$ cat src/rtl/vrc_pkg.sv
// package: constants, field layouts and types of the recording handler
package vrc_pkg;

  localparam int unsigned CLK_HZ    = 32'h0262_5A00; // 40 MHz
  localparam int unsigned NUM_SLOTS = 32'h0000_0008;
  localparam int unsigned HIST_LEN  = 32'h0000_0008;

  // times in milliseconds
  localparam int unsigned T_START_MS  = 32'h0000_03E8; // 1000
  localparam int unsigned T_UPD_MS    = 32'h0000_000A; // 10
  localparam int unsigned T_WR_HC_MS  = 32'h0000_00FA; // 250
  localparam int unsigned T_WR_XC_MS  = 32'h0000_01F4; // 500
  localparam int unsigned T_SUSP_MS   = 32'h0000_00FA; // 250
  localparam int unsigned T_AVG1_MS   = 32'h0000_0064; // 100
  localparam int unsigned T_AVGM_MS   = 32'h0000_0096; // 150
  localparam int unsigned T_MAXTW_MS  = 32'h0000_02EE; // 750

  // function codes
  localparam logic [3:0] FC_START   = 4'h0;
  localparam logic [3:0] FC_UPD_DIR = 4'h1;
  localparam logic [3:0] FC_UPD_CI  = 4'h4;
  localparam logic [3:0] FC_SUSPEND = 4'h5;

  // register byte offsets
  localparam logic [7:0] OFS_CTRL    = 8'h00;
  localparam logic [7:0] OFS_STATUS  = 8'h04;
  localparam logic [7:0] OFS_NEXT_RU = 8'h08;
  localparam logic [7:0] OFS_SUSADDR = 8'h0C;
  localparam logic [7:0] OFS_AUSHIFT = 8'h10;
  localparam logic [7:0] OFS_LAST_TW = 8'h14;
  localparam logic [7:0] OFS_TW_SUM  = 8'h18;

  // ctrl bit positions
  localparam int unsigned CTRL_DONE    = 0;
  localparam int unsigned CTRL_EXTCAP  = 1;
  localparam int unsigned CTRL_PARTIAL = 2;
  localparam int unsigned CTRL_REQDIR  = 3;

  localparam logic [4:0]  AU_SHIFT_RST = 5'h0D;
  localparam logic [23:0] NEXT_RU_RST  = 24'h00_0400;

  typedef struct packed {
    logic [3:0]  function_code_field;
    logic        video_flag;
    logic [2:0]  count_or_slot_field;
    logic [23:0] address;
  } vrc_arg_t;

  // link pins as seen by the card
  typedef struct packed {
    logic        clk;
    logic        cmd_valid;
    vrc_arg_t    arg;
    logic        wr_valid;
    logic [31:0] wr_addr;
    logic        wr_single;
  } vrc_link_t;

  typedef enum logic [1:0] {ST_IDLE, ST_CMD_BUSY, ST_WR_BUSY} vrc_state_t;
  typedef enum logic [1:0] {WK_NONE, WK_DIR, WK_CI, WK_TABLE} vrc_wkind_t;

endpackage

$ cat src/rtl/vrc_cmd_handler.sv
// recording command handler: link decode, slots, table-write budgets, bus
//
// Contract
// RQ1: function code 0 starts recording and triggers internal preparation.
// RQ2: host sets video flag and leaves slot and address fields reserved.
// RQ3: start-recording busy ends within one second, never reports an error.
// RQ4: start picks single-slot mode unless any slot two to eight is assigned.
// RQ5: eight-update sliding average of table writes within 100ms or 150ms.
// RQ6: no table write over 750ms, only one such long write per eight.
// RQ7: code 1 binds the next single-block write address to the named slot.
// RQ8: eight slots active together, slot field zero selects the first.
// RQ9: repeated writes to a registered area are table writes under budget.
// RQ10: slot assignments vanish at power cycle and after each suspend.
// RQ11: slot updates accepted before start and while recording.
// RQ12: slot update busy 10ms, its write 250ms or 500ms by capacity.
// RQ13: update naming an already assigned slot sets the error flag.
// RQ14: host releases a slot before re-pointing it to another address.
// RQ15: card may refuse recording silently when slot updates are missing.
// RQ16: code 4 marks next single-block write as cluster update, 10/250ms.
// RQ17: code 5 suspends, storing next recording unit address for status.
// RQ18: host must resume to restart; no performance promised meanwhile.
// RQ19: any write in the allocation unit of the suspension address clears it; the code clears it only on a single-block write while not recording.
// RQ20: suspend with a stored suspension address leaves it unchanged.
// RQ21: suspend mid recording unit releases slots, units, zeroes address.
// RQ22: host buffers stream data across eight table update cycles.
// RQ23: a zero suspension address is the sole sign of no suspend.
// RQ24: busy holds the data line low until done, within the maximum time.
`timescale 1ns/1ps
module vrc_cmd_handler
#(
  parameter int unsigned CYC_PER_MS = vrc_pkg::CLK_HZ / 1000,
  parameter int unsigned NSLOT      = vrc_pkg::NUM_SLOTS
)
(
  input  wire logic              hclk,
  input  wire logic              hresetn,
  input  wire logic              hsel,
  input  wire logic [31:0]       haddr,
  input  wire logic [1:0]        htrans,
  input  wire logic              hwrite,
  input  wire logic [2:0]        hsize,
  input  wire logic [31:0]       hwdata,
  input  wire logic              hready,
  output logic      [31:0]       hrdata,
  output logic                   hreadyout,
  output logic                   hresp,
  input  wire vrc_pkg::vrc_link_t lnk_in,
  output logic                   rsp_valid,
  output logic                   error_flag_bit,
  output logic                   dat0_o,
  output logic                   dat0_oe
);

  // busy limits in cycles
  localparam logic [31:0] CYC_START = 32'(vrc_pkg::T_START_MS * CYC_PER_MS);
  localparam logic [31:0] CYC_UPD   = 32'(vrc_pkg::T_UPD_MS * CYC_PER_MS);
  localparam logic [31:0] CYC_WR_HC = 32'(vrc_pkg::T_WR_HC_MS * CYC_PER_MS);
  localparam logic [31:0] CYC_WR_XC = 32'(vrc_pkg::T_WR_XC_MS * CYC_PER_MS);
  localparam logic [31:0] CYC_SUSP  = 32'(vrc_pkg::T_SUSP_MS * CYC_PER_MS);
  localparam logic [31:0] CYC_AVG1  = 32'(vrc_pkg::T_AVG1_MS * CYC_PER_MS);
  localparam logic [31:0] CYC_AVGM  = 32'(vrc_pkg::T_AVGM_MS * CYC_PER_MS);
  localparam logic [31:0] CYC_MAXTW = 32'(vrc_pkg::T_MAXTW_MS * CYC_PER_MS);

  ////////////////////////////////////////////////////////////////////////////
  // link pins: two-stage synchroniser, edge found on the second stage

  vrc_pkg::vrc_link_t lnk_s1;
  vrc_pkg::vrc_link_t lnk_s2;
  logic               lnk_clk_d;

  always_ff @(posedge hclk or negedge hresetn)
  begin
    if (!hresetn)
    begin
      lnk_s1    <= '0;
      lnk_s2    <= '0;
      lnk_clk_d <= 1'b0;
    end
    else
    begin
      lnk_s1    <= lnk_in;
      lnk_s2    <= lnk_s1;
      lnk_clk_d <= lnk_s2.clk;
    end
  end

  logic lnk_rise;
  logic cmd_evt;
  logic wr_evt;
  vrc_pkg::vrc_state_t state;

  assign lnk_rise = lnk_s2.clk && !lnk_clk_d;
  // while busy the host must wait, so new frames are ignored
  assign cmd_evt = lnk_rise && lnk_s2.cmd_valid && (state == vrc_pkg::ST_IDLE);
  assign wr_evt  = lnk_rise && lnk_s2.wr_valid && lnk_s2.wr_single
                   && (state == vrc_pkg::ST_IDLE);

  logic [3:0] fc;
  logic [2:0] slot_id;
  assign fc      = lnk_s2.arg.function_code_field;
  assign slot_id = lnk_s2.arg.count_or_slot_field;

  ////////////////////////////////////////////////////////////////////////////
  // software registers

  logic        ext_cap;
  logic        partial_ru;
  logic        req_dir;
  logic        sw_done;
  logic [23:0] next_ru;
  logic [4:0]  au_shift;
  logic [23:0] suspension_address;
  logic [31:0] last_tw;

  logic        bus_wr_q;
  logic [7:0]  bus_addr_q;
  logic        bus_take;

  assign bus_take = hsel && hready && htrans[1];
  assign sw_done  = bus_wr_q && (bus_addr_q == vrc_pkg::OFS_CTRL)
                    && hwdata[vrc_pkg::CTRL_DONE];

  always_ff @(posedge hclk or negedge hresetn)
  begin
    if (!hresetn)
    begin
      bus_wr_q   <= 1'b0;
      bus_addr_q <= 8'h00;
    end
    else
    begin
      bus_wr_q   <= bus_take && hwrite && (hsize == 3'h2);
      bus_addr_q <= haddr[7:0];
    end
  end

  always_ff @(posedge hclk or negedge hresetn)
  begin
    if (!hresetn)
    begin
      ext_cap    <= 1'b0;
      partial_ru <= 1'b0;
      req_dir    <= 1'b0;
      next_ru    <= vrc_pkg::NEXT_RU_RST;
      au_shift   <= vrc_pkg::AU_SHIFT_RST;
    end
    else if (bus_wr_q)
    begin
      unique case (bus_addr_q)
        vrc_pkg::OFS_CTRL:
        begin
          ext_cap    <= hwdata[vrc_pkg::CTRL_EXTCAP];
          partial_ru <= hwdata[vrc_pkg::CTRL_PARTIAL];
          req_dir    <= hwdata[vrc_pkg::CTRL_REQDIR];
        end
        vrc_pkg::OFS_NEXT_RU: next_ru  <= hwdata[23:0];
        vrc_pkg::OFS_AUSHIFT: au_shift <= hwdata[4:0];
        default: ;
      endcase
    end
  end

  ////////////////////////////////////////////////////////////////////////////
  // directory slots

  logic [NSLOT-1:0] slot_valid;
  logic [NSLOT-1:0] slot_match;
  logic [NSLOT-1:0] slot_assign;
  logic             slot_release;
  logic             pend_dir;
  logic [2:0]       pend_slot;
  logic             pend_ci;

  for (genvar g = 0; g < NSLOT; g++)
  begin : g_slot
    // the pending slot takes the address of the next single-block write
    assign slot_assign[g] = wr_evt && pend_dir && (pend_slot == 3'(g)); // RQ7
    vrc_dir_slot u_slot
    (
      .clk        (hclk),
      .rst_n      (hresetn),
      .assign_en  (slot_assign[g]),
      .release_en (slot_release),
      .addr_in    (lnk_s2.wr_addr),
      .probe_addr (lnk_s2.wr_addr),
      .valid      (slot_valid[g]),
      .match      (slot_match[g])
    );
  end

  // slot field zero is the first of eight concurrent slots
  logic slot_busy_err;
  assign slot_busy_err = slot_valid[slot_id]; // RQ8 RQ13

  logic is_start;
  logic is_dir;
  logic is_ci;
  logic is_susp;
  assign is_start = cmd_evt && (fc == vrc_pkg::FC_START);
  assign is_dir   = cmd_evt && (fc == vrc_pkg::FC_UPD_DIR);
  assign is_ci    = cmd_evt && (fc == vrc_pkg::FC_UPD_CI);
  assign is_susp  = cmd_evt && (fc == vrc_pkg::FC_SUSPEND);

  // every suspend drops all slot assignments; reset covers power cycle
  assign slot_release = is_susp; // RQ10

  always_ff @(posedge hclk or negedge hresetn)
  begin
    if (!hresetn)
    begin
      pend_dir  <= 1'b0;
      pend_slot <= 3'h0;
      pend_ci   <= 1'b0;
    end
    else if (is_dir && !slot_busy_err)
    begin
      // accepted whether or not recording is running
      pend_dir  <= 1'b1; // RQ11
      pend_slot <= slot_id;
    end
    else if (is_ci)
    begin
      pend_ci <= 1'b1; // RQ16
    end
    else if (is_susp)
    begin
      pend_dir <= 1'b0;
      pend_ci  <= 1'b0;
    end
    else if (wr_evt)
    begin
      if (pend_dir)
        pend_dir <= 1'b0;
      else
        pend_ci <= 1'b0;
    end
  end

  ////////////////////////////////////////////////////////////////////////////
  // recording, mode, allocation unit and suspension address

  logic recording;
  logic multi_slot;
  logic au_active;
  logic au_hit;

  assign au_hit = (suspension_address != 24'h00_0000)
                  && ((lnk_s2.wr_addr >> au_shift)
                      == ({8'h00, suspension_address} >> au_shift));

  always_ff @(posedge hclk or negedge hresetn)
  begin
    if (!hresetn)
    begin
      recording  <= 1'b0;
      multi_slot <= 1'b0;
      au_active  <= 1'b0;
    end
    else if (is_start)
    begin
      // slot one alone keeps the default single-slot mode
      multi_slot <= |slot_valid[NSLOT-1:1]; // RQ4
      // with req_dir set, recording is silently refused if no slot exists
      recording  <= !(req_dir && !(|slot_valid)); // RQ1 RQ15
      au_active  <= !(req_dir && !(|slot_valid));
    end
    else if (is_susp)
    begin
      recording <= 1'b0; // RQ17
      if (partial_ru && suspension_address == 24'h00_0000)
        au_active <= 1'b0; // RQ21
    end
  end

  always_ff @(posedge hclk or negedge hresetn)
  begin
    if (!hresetn)
    begin
      suspension_address <= 24'h00_0000;
    end
    else if (is_susp)
    begin
      // a stored address survives a second suspend; zero means no suspend
      if (suspension_address != 24'h00_0000)
        suspension_address <= suspension_address; // RQ20
      else if (partial_ru)
        suspension_address <= 24'h00_0000; // RQ21 RQ23
      else
        suspension_address <= next_ru; // RQ17
    end
    else if (wr_evt && !recording && au_hit)
    begin
      suspension_address <= 24'h00_0000; // RQ19
    end
  end

  ////////////////////////////////////////////////////////////////////////////
  // table-write history and budget

  logic [31:0] hist [vrc_pkg::HIST_LEN];
  logic [31:0] sum7;
  logic [31:0] sum8;
  logic        long_in7;
  logic [31:0] avg_cyc;
  logic [31:0] total_cyc;
  logic [31:0] remain_cyc;
  logic [31:0] cap_cyc;
  logic [31:0] tw_limit;

  always_comb
  begin
    sum7     = 32'h0000_0000;
    long_in7 = 1'b0;
    for (int i = 0; i < vrc_pkg::HIST_LEN - 1; i++)
    begin
      sum7     = sum7 + hist[i];
      long_in7 = long_in7 || (hist[i] > avg_cyc);
    end
    sum8 = sum7 + hist[vrc_pkg::HIST_LEN-1];
  end

  // budget keeps the eight-write sum under eight times the mode average
  assign avg_cyc    = multi_slot ? CYC_AVGM : CYC_AVG1; // RQ5
  assign total_cyc  = avg_cyc << 3;
  assign remain_cyc = (total_cyc > sum7 + 32'h0000_0001)
                      ? total_cyc - sum7 : 32'h0000_0002; // RQ5
  // only one over-average write may fall into any eight
  assign cap_cyc    = long_in7 ? avg_cyc : CYC_MAXTW; // RQ6
  assign tw_limit   = (remain_cyc < cap_cyc) ? remain_cyc : cap_cyc; // RQ6

  ////////////////////////////////////////////////////////////////////////////
  // busy sequencer: data line held low until done or limit

  vrc_pkg::vrc_wkind_t wkind;
  logic [31:0]         busy_cnt;
  logic [31:0]         busy_lim;
  logic                busy_end;
  logic [31:0]         cmd_lim;
  logic [31:0]         wr_lim;
  vrc_pkg::vrc_wkind_t next_wkind;

  always_comb
  begin
    unique case (fc)
      vrc_pkg::FC_START:   cmd_lim = CYC_START; // RQ3
      vrc_pkg::FC_SUSPEND: cmd_lim = CYC_SUSP;
      default:             cmd_lim = CYC_UPD; // RQ12 RQ16
    endcase
  end

  always_comb
  begin
    if (pend_dir)
    begin
      next_wkind = vrc_pkg::WK_DIR;
      wr_lim     = ext_cap ? CYC_WR_XC : CYC_WR_HC; // RQ12
    end
    else if (pend_ci)
    begin
      next_wkind = vrc_pkg::WK_CI;
      wr_lim     = CYC_WR_HC; // RQ16
    end
    else if (|slot_match)
    begin
      // registered area rewritten without a fresh update
      next_wkind = vrc_pkg::WK_TABLE; // RQ9
      wr_lim     = tw_limit;
    end
    else
    begin
      next_wkind = vrc_pkg::WK_NONE;
      wr_lim     = 32'h0000_0000;
    end
  end

  assign busy_end = sw_done || (busy_cnt + 32'h0000_0001 >= busy_lim); // RQ24

  logic cmd_busy;
  assign cmd_busy = is_start || is_ci || is_susp
                    || (is_dir && !slot_busy_err);

  always_ff @(posedge hclk or negedge hresetn)
  begin
    if (!hresetn)
    begin
      state    <= vrc_pkg::ST_IDLE;
      wkind    <= vrc_pkg::WK_NONE;
      busy_cnt <= 32'h0000_0000;
      busy_lim <= 32'h0000_0001;
    end
    else
    begin
      unique case (state)
        vrc_pkg::ST_IDLE:
        begin
          busy_cnt <= 32'h0000_0000;
          if (cmd_busy)
          begin
            state    <= vrc_pkg::ST_CMD_BUSY;
            busy_lim <= cmd_lim;
          end
          else if (wr_evt && next_wkind != vrc_pkg::WK_NONE)
          begin
            state    <= vrc_pkg::ST_WR_BUSY;
            wkind    <= next_wkind;
            busy_lim <= wr_lim;
          end
        end
        vrc_pkg::ST_CMD_BUSY,
        vrc_pkg::ST_WR_BUSY:
        begin
          busy_cnt <= busy_cnt + 32'h0000_0001;
          if (busy_end)
            state <= vrc_pkg::ST_IDLE;
        end
        default: state <= vrc_pkg::ST_IDLE;
      endcase
    end
  end

  // a finished table write enters the sliding window
  always_ff @(posedge hclk or negedge hresetn)
  begin
    if (!hresetn)
    begin
      for (int i = 0; i < vrc_pkg::HIST_LEN; i++)
        hist[i] <= 32'h0000_0000;
      last_tw <= 32'h0000_0000;
    end
    else if (state == vrc_pkg::ST_WR_BUSY && busy_end
             && wkind == vrc_pkg::WK_TABLE)
    begin
      hist[0] <= busy_cnt + 32'h0000_0001; // RQ5 RQ6
      for (int i = 1; i < vrc_pkg::HIST_LEN; i++)
        hist[i] <= hist[i-1];
      last_tw <= busy_cnt + 32'h0000_0001;
    end
  end

  ////////////////////////////////////////////////////////////////////////////
  // response and data line

  always_ff @(posedge hclk or negedge hresetn)
  begin
    if (!hresetn)
    begin
      rsp_valid      <= 1'b0;
      error_flag_bit <= 1'b0;
      dat0_o         <= 1'b0;
      dat0_oe        <= 1'b0;
    end
    else
    begin
      rsp_valid      <= cmd_evt;
      // only an update naming an assigned slot reports an error
      error_flag_bit <= is_dir && slot_busy_err; // RQ13 RQ3
      dat0_o         <= 1'b0;
      dat0_oe        <= (state != vrc_pkg::ST_IDLE) && !busy_end; // RQ24
    end
  end

  ////////////////////////////////////////////////////////////////////////////
  // bus read path: zero wait states, always OKAY

  logic [31:0] rd_val;

  always_comb
  begin
    unique case (haddr[7:0])
      vrc_pkg::OFS_CTRL:
        rd_val = {28'h000_0000, req_dir, partial_ru, ext_cap, 1'b0};
      vrc_pkg::OFS_STATUS:
        rd_val = {8'h00, 8'(slot_valid), 4'h0, fc, 2'b00, au_active,
                  pend_ci, pend_dir, dat0_oe, multi_slot, recording};
      vrc_pkg::OFS_NEXT_RU: rd_val = {8'h00, next_ru};
      vrc_pkg::OFS_SUSADDR: rd_val = {8'h00, suspension_address};
      vrc_pkg::OFS_AUSHIFT: rd_val = {27'h000_0000, au_shift};
      vrc_pkg::OFS_LAST_TW: rd_val = last_tw;
      vrc_pkg::OFS_TW_SUM:  rd_val = sum8;
      default:              rd_val = 32'h0000_0000;
    endcase
  end

  always_ff @(posedge hclk or negedge hresetn)
  begin
    if (!hresetn)
    begin
      hrdata    <= 32'h0000_0000;
      hreadyout <= 1'b1;
      hresp     <= 1'b0;
    end
    else
    begin
      hrdata    <= (bus_take && !hwrite) ? rd_val : 32'h0000_0000;
      hreadyout <= 1'b1;
      hresp     <= 1'b0;
    end
  end

endmodule

$ cat src/rtl/vrc_dir_slot.sv
// one directory slot: holds an assigned 512-byte area address
`timescale 1ns/1ps
module vrc_dir_slot
(
  input  wire logic        clk,
  input  wire logic        rst_n,
  input  wire logic        assign_en,
  input  wire logic        release_en,
  input  wire logic [31:0] addr_in,
  input  wire logic [31:0] probe_addr,
  output logic             valid,
  output logic             match
);

  logic [31:0] addr;

  always_ff @(posedge clk or negedge rst_n)
  begin
    if (!rst_n)
    begin
      valid <= 1'b0;
      addr  <= 32'h0000_0000;
    end
    else if (release_en)
    begin
      valid <= 1'b0;
    end
    else if (assign_en)
    begin
      valid <= 1'b1;
      addr  <= addr_in;
    end
  end

  assign match = valid && (addr == probe_addr);

endmodule

$ cat config.mk
export PLATFORM = sky130hd
export DESIGN_NAME = vrc_cmd_handler
export DESIGN_NICKNAME = d
export VERILOG_FILES = /design/src/rtl/vrc_pkg.sv /design/src/rtl/vrc_cmd_handler.sv /design/src/rtl/vrc_dir_slot.sv
export SDC_FILE = /design/constraint.sdc
export NUM_CORES = 2
export LEC_CHECK = 0
export BUFFER_PORTS_ARGS = -buffer_cell sky130_fd_sc_hd__buf_2
export CORE_MARGIN = 2
export CORE_UTILIZATION = 50
export DETAILED_ROUTE_END_ITERATION = 12
export GPL_TIMING_DRIVEN = 1
export PLACE_DENSITY = 0.69
export RECOVER_POWER = 100
export SLEW_MARGIN = 15
export SYNTH_ARGS = -nofsm -noshare
export SYNTH_HDL_FRONTEND = slang
export SYNTH_SLANG_ARGS = --single-unit
$ cat constraint.sdc
create_clock -name hclk -period 9.3 [get_ports hclk]
set_input_delay 1.86 -clock hclk [delete_from_list [all_inputs] [get_ports hclk]]
set_output_delay 1.86 -clock hclk [all_outputs]
set_load 0.02 [all_outputs]
* After elaboration in Yosys (flattened, before gate mapping)
Cells that the tools add are included. Widths: inputs -> output; s select.
Word-level totals: bits in registers 783, logic and storage cells 287
Operators by class: $add $sub $neg 10, order comparisons 11, equal/unequal tests 36, shifts and indexed selects 2, multiplexer cells 56, bitwise operators 3, reductions and logical operators 108
Operators with widths (count):
- $eq 32x32->1 | 9
- $mux 32 | 8
- $add 32x32->32 | 7
- $gt 32x32->1 | 7
- $pmux 32 s7 | 1
- $mux 24 | 4
- $add 32x1->32 const B | 2
- $pmux 32 s2 | 1
- $pmux 26 s2 | 1
- $mux 25 | 2
- $logic_and 1x1->1 | 45
- $eq 8x5->1 const B | 4
- $ge 32x32->1 | 1
- $gt 26x32->1 | 1
- $lt 32x25->1 | 1
- $reduce_and 2->1 | 16
- $shr 24x5->32 | 1
- $shr 32x5->32 | 1
- $sub 26x32->32 | 1
- $mux 1 | 30
- $reduce_bool 2->1 | 15
- $eq 8x4->1 const B | 3
- $logic_not 24->1 | 1
- $reduce_bool 24->1 | 1
- other kinds (29) | 63

* Depth between registers and ports, before layout
word-level depth 16, depth in mapped cells 43, depth with buffers taken out 40

* Cells and area by module
Synthesis repeated with hierarchy kept, for this count alone.
Second synthesis, totals: cell total of the unflattened synthesis 4009, area total of the unflattened synthesis 45477.4 µm²
By module, submodules not included:
- vrc_cmd_handler | times used 1, cells each 3049, area each 32595.0 µm², sequential area each 12993.7 µm²
- vrc_dir_slot | times used 8, cells each 120, area each 1610.3 µm², sequential area each 825.8 µm²

* Worst setup path before layout
No wires, ideal clock.
path kind reg-to-reg, start reg hist[34] (netlist bit), end reg busy_lim[4], library setup time 0.101 ns, arrival time 9.433 ns, data required time 9.199 ns, setup slack -0.234 ns, stages on the path, launching flop included 41, path buffers 3, clock period less this slack 9.534 ns, cell sequence dfrtp_1 > inv_1 > fa_1 > inv_1 > fa_1 > fa_1 > inv_1 > fa_1 > inv_1 > fa_1 > a211o_1 > a21boi_1 > nor3_1 > nor3_4 > nand3_4 > or4_4 > nor2b_1 > nand3_1 > [... 5 more ...] > nor2_1 > o211ai_1 > or3_1 > o2bb2ai_1 > nand4_2 > buf_2 > clkbuf_1 > nor2_1 > ha_1 > a2111oi_0 > nand2_1 > o31ai_1 > o311ai_1 > nor4b_4 > o21ai_4 > or2_1 > clkbuf_1 > o32ai_1
Between the ends: longest elaborated chain between the ends 11, elaborated cells between the ends (all ways) 15, classes of those cells 3 x add/sub; 3 x order compare; 8 x mux; 1 x reduce/logical
Ends and longest elaborated chain:
- from (decl) | RTL line vrc_cmd_handler.sv:300 | logic [31:0] hist [vrc_pkg::HIST_LEN];
- from (signal, indexed assignment) | RTL line vrc_cmd_handler.sv:435 | hist[i] <= hist[i-1];
- $add 32x32->32 | RTL line vrc_cmd_handler.sv:316 | sum7 = sum7 + hist[i];
- $add 32x1->32 | RTL line vrc_cmd_handler.sv:325 | assign remain_cyc = (total_cyc > sum7 + 32'h0000_0001)
- $gt 26x32->1 | RTL line vrc_cmd_handler.sv:325
- $mux 32 | RTL line vrc_cmd_handler.sv:326 | ? total_cyc - sum7 : 32'h0000_0002;
- $lt 32x25->1 | RTL line vrc_cmd_handler.sv:329 | assign tw_limit = (remain_cyc < cap_cyc) ? remain_cyc : cap_cyc;
- $mux 32 (*) | RTL line vrc_cmd_handler.sv:329
- $mux 32 (*) | RTL line vrc_cmd_handler.sv:363 | else if (|slot_match)
- $mux 32 (*) | RTL line vrc_cmd_handler.sv:358 | else if (pend_ci)
- $mux 32 (*) | RTL line vrc_cmd_handler.sv:353 | if (pend_dir)
- $mux 32 (*) | RTL line vrc_cmd_handler.sv:402 | else if (wr_evt && next_wkind != vrc_pkg::WK_NONE)
- $mux 32 (*) | RTL line vrc_cmd_handler.sv:397 | if (cmd_busy)
- to (signal assigned) | RTL line vrc_cmd_handler.sv:400 | busy_lim <= cmd_lim;
- to (signal assigned) | RTL line vrc_cmd_handler.sv:406 | busy_lim <= wr_lim;
- to (decl) | RTL line vrc_cmd_handler.sv:336 | logic [31:0] busy_lim;
Every way passes the cells marked *; elsewhere a longest branch is shown, timed or not. The select of a mux whose other input is x is not followed. A chain may end at the register's enable or synchronous reset.

* Worst setup path after layout
start reg hist[36] (netlist bit), end reg busy_lim[11]
The elaborated chain is that of the path after synthesis.

==> out/qor.csv <==
stage,metric,value,unit
global_route,grt_overflow_total,0,
sta,finalWorstSetupSlack,-0.117,ns
worst_setup_path,critPathArrivalTime,9.96,ns
global_route,grt_pass1_wl,196000,microns
synth,synthTopCellsByArea,"dfrtp_1, mux2_2, fa_1, ha_1, xnor2_1",
synth,synthMuxAreaShare,10.4,%
sta,period_minus_slack,9.42,ns
route,routed_wl,127000,microns
global_route,grtUsageMet1,36.8,%
place,place_congestion,0.967,
cells_and_area,syn_to_final_growth,16.6,%
cts,cts_root_buf,clkbuf_16,
global_route,track_usage,27.4,%
worst_setup_path,cp_slowest_cell,or4_4,
cts,postCtsHoldBufs,0,
cells_and_area,regArea,0.0196,sq mm
floorplanning,die_area,0.0924,sq mm
run_status,status,finished with violations,
floorplanning,initial_core_util,50.2,%
sta,post-route-period-util,101,%
route,wire_per_inst,21.8,microns
synth,postSynthAreaPerCell,10.7,sq um
synth,yosys_warnings,0,
cts,tritoncts,yes,
synth,ys_types,104,
synth,synthSimpleGateAreaFrac,11.8,%
place,io_buffers,118,
global_route,grt_max_degree,171,
route,vias,33600,
synth,async_flop_share,100,%
cts,clkSinkCount,783,
worst_setup_path,timing.rr.start,hist[36],
cells_and_area,fin_area,0.0525,sq mm
route,firstDrtPassIters,8,
synth,synth_cells,4221,
floorplanning,io_pins,180,
synth,yosys-top-cells-count,"dfrtp_1, mux2_2, nand2_1",
synth,synth-main-ff-cell,dfrtp_1,
sta,setup_viol,10,
global_route,busiest_layer,met2,
synth,synth_edf_count,0,
synth,syn_area,0.0450,sq mm
route,drt_iter0_markers,3154,
synth,synthXorXnorAreaFrac,7.73,%
pwr,leakage,24.9,nW
floorplanning,floorplan.rows,110,
cells_and_area,drive_gt1_share,23.2,%
synth,synth_top_family_by_area,adder cells,
cts,clock_latency,0.68,ns
worst_setup_path,crit_type,register to register,
place,hpwl,91800,microns
sta,tightest_slew,5.37,ns
sta,worst_slew_margin_rel,-258,%
synth,seq_area_frac_synth,43.6,%
sta,skew,0.0312,ns
sta,fmax,106,MHz
sta,rsz0062_at_grt,true,
cts,htreeDepth,3,
synth,synth_compound_area_share,10.2,%
run_status,violations,"max-capacitance violations, max-slew violations, negative setup slack",
cells_and_area,multi_input_area,0.0238,sq mm
cells_and_area,layout.nets,5032,
floorplanning,fp.dieH,304,microns
synth,synth_top_area_share,43.3,%
synth,yosysTopAreaCell,dfrtp_1,
hold_path,hold_start,lnk_s1[66],
job,drv_cap,17,
global_route,met3_usage,4.26,%
cells_and_area,final_util,58.6,%
pwr,powerDensity,169,mW/mm^2
worst_setup_path,cp_max_fo,5,
worst_setup_path,slowest_delay,0.55,ns
global_route,gr-usage-met2,44.3,%
pwr,ir_drop,0.160,mV
cts,cts.reportedPaths.clkPinSlew,0.06,ns
synth,synth_adder_area_share,11.8,%
global_route,grt_pass1_vias,33400,
route,vias_per_cell,5.78,
worst_setup_path,crit_start,hist[36],
global_route,antenna_found_initial,3,
worst_setup_path,crit_path_end_kind,register,
sta,whs,0.345,ns
synth,yosysMostFrequentCell,dfrtp_1,
worst_setup_path,critPathLaunchType,register,
synth,synth_seq_cells,783,
cts,cts_buffers,87,
hold_path,hold_class,register to register,
cts,cts_buffer_depth,3,
sta,final_max_slew_viol_count,1160,
cells_and_area,nFillCells,7377,
place,place_area,0.0488,sq mm
sta,hold_viol_final,0,
route,ant_nets,0,
worst_setup_path,r2r_slack,-0.12,ns
route,drc,0,
worst_setup_path,crit_required,9.84,ns
floorplanning,fp.dieW,304,microns
floorplanning,core-area,0.0896,sq mm
==> cell families after synthesis <==
kind of cell,count (synthesis)
and+or+nand+nor,1055
DFF,783
AOI/OAI and AO/OA,702
buffers and inverters,542
muxes,410
xor gates and xnor gates,396
adders and majority gates,331
other,2
==> metrics by stage <==
step / setup WS, ns / total power [mW] / TNS, ns / instances
5_1_grt: -0.356 / 9.21 / -41.72 / 5803
2_1_floorplan: 0.0395 / 4.66 / 0 / 4222
6_report: -0.117 / 8.87 / -0.631 / 5807
3_5_place_dp: -0.421 / 5.07 / -7.52 / 5621
3_3_place_gp: -0.355 / 5.02 / -5.76 / 5621
4_1_cts: -0.0185 / 8.89 / -0.0185 / 5790
==> state kept, by name, indices dropped and copies added (netlist names), 2 cells and up <==
name / flops
lnk_s1: 43
bus_addr_q: 8
g_slot.u_slot.addr: 256
suspension_address: 24
lnk_s2: 36
busy_lim: 32
au_shift: 5
wkind: 2
state: 2
fc: 4
slot_id: 3
pend_slot: 3
hrdata: 32
busy_cnt: 32
g_slot.u_slot.valid: 8
hist: 256
next_ru: 24
==> layout by cell type, fill, tap and decap left out, drive strengths merged, types with 8 or more instances in the layout <==
master / n
o21bai: 11
o21a: 17
clkinv: 17
nand2b: 20
fa: 153
nand4: 81
and3: 32
nor2: 152
o31ai: 14
bufinv: 15
nand4b: 8
nor4: 79
nor3: 71
nand3: 73
inv: 336
o21ai: 238
o211ai: 20
a2111oi: 12
or4: 13
nand2: 396
a31oi: 40
and2: 16
clkbuf: 182
nor4b: 8
a21oi: 113
buf: 394
a211oi: 23
a21o: 47
mux2: 399
a222oi: 9
ha: 178
dfrtp: 778
xnor2: 236
a22oi: 40
a22o: 33
or3: 26
and4: 9
xor2: 160
nor2b: 36
nand3b: 8
==> cell type report <==
class / count / share of cell area, %
Tap cell: 1176 / 2.80
Antenna cell: 4 / 0.0191
Multi-Input combinational cell: 2897 / 45.4
Timing Repair Buffer: 458 / 5.85
Inverter: 332 / 2.39
Sequential cell: 783 / 37.4
Clock buffer: 118 / 4.85
Clock inverter: 39 / 1.28
==> critical path, delay by kind of cell (launching register included) <==
kind            cells  cell delay [ns]
simple gates       13             2.37
mux                 1             0.22
xor+xnor            1             0.08
fa+ha+maj           7             2.83
flops               1             0.36
compound gates     12             2.32
buf+inv            10             1.09
==> power breakdown <==
part / switching (mW) / total (mW) / internal (mW)
Sequential: 0.220 / 3.87 / 3.65
Combinational: 0.651 / 1.19 / 0.541
Clock: 1.47 / 3.81 / 2.34
Total: 2.34 / 8.87 / 6.53
==> repair_timing <==
action / CTS / global route
setup buffers: 12 / 13
endpoints found under the setup margin: 25 / 25
pin swaps: 23 / 37
gates resized for setup: 41 / 62
endpoints found under the hold margin: 0 / 0
==> routing by layer <==
layer | up-vias | share of wire [%] | routed length (microns)
li1 | 15300 | - | -
met1 | 16900 | 42 | 52800
met2 | 1113 | 47 | 59800
met3 | 292 | 6.5 | 8260
met4 | 2 | 4.7 | 5950
met5 | - | 0.011 | 14
==> worst paths after layout <==
path	end	cells after the start
max	busy_lim[11]	44
min	lnk_s2[66]	0
max reg2reg	busy_lim[11]	44
min reg2reg	lnk_s2[66]	0
max in group asynchronous	busy_lim[14]	2
min in group asynchronous	g_slot[5].u_slot.addr[0]	1
(Power assumes the default switching activity.)
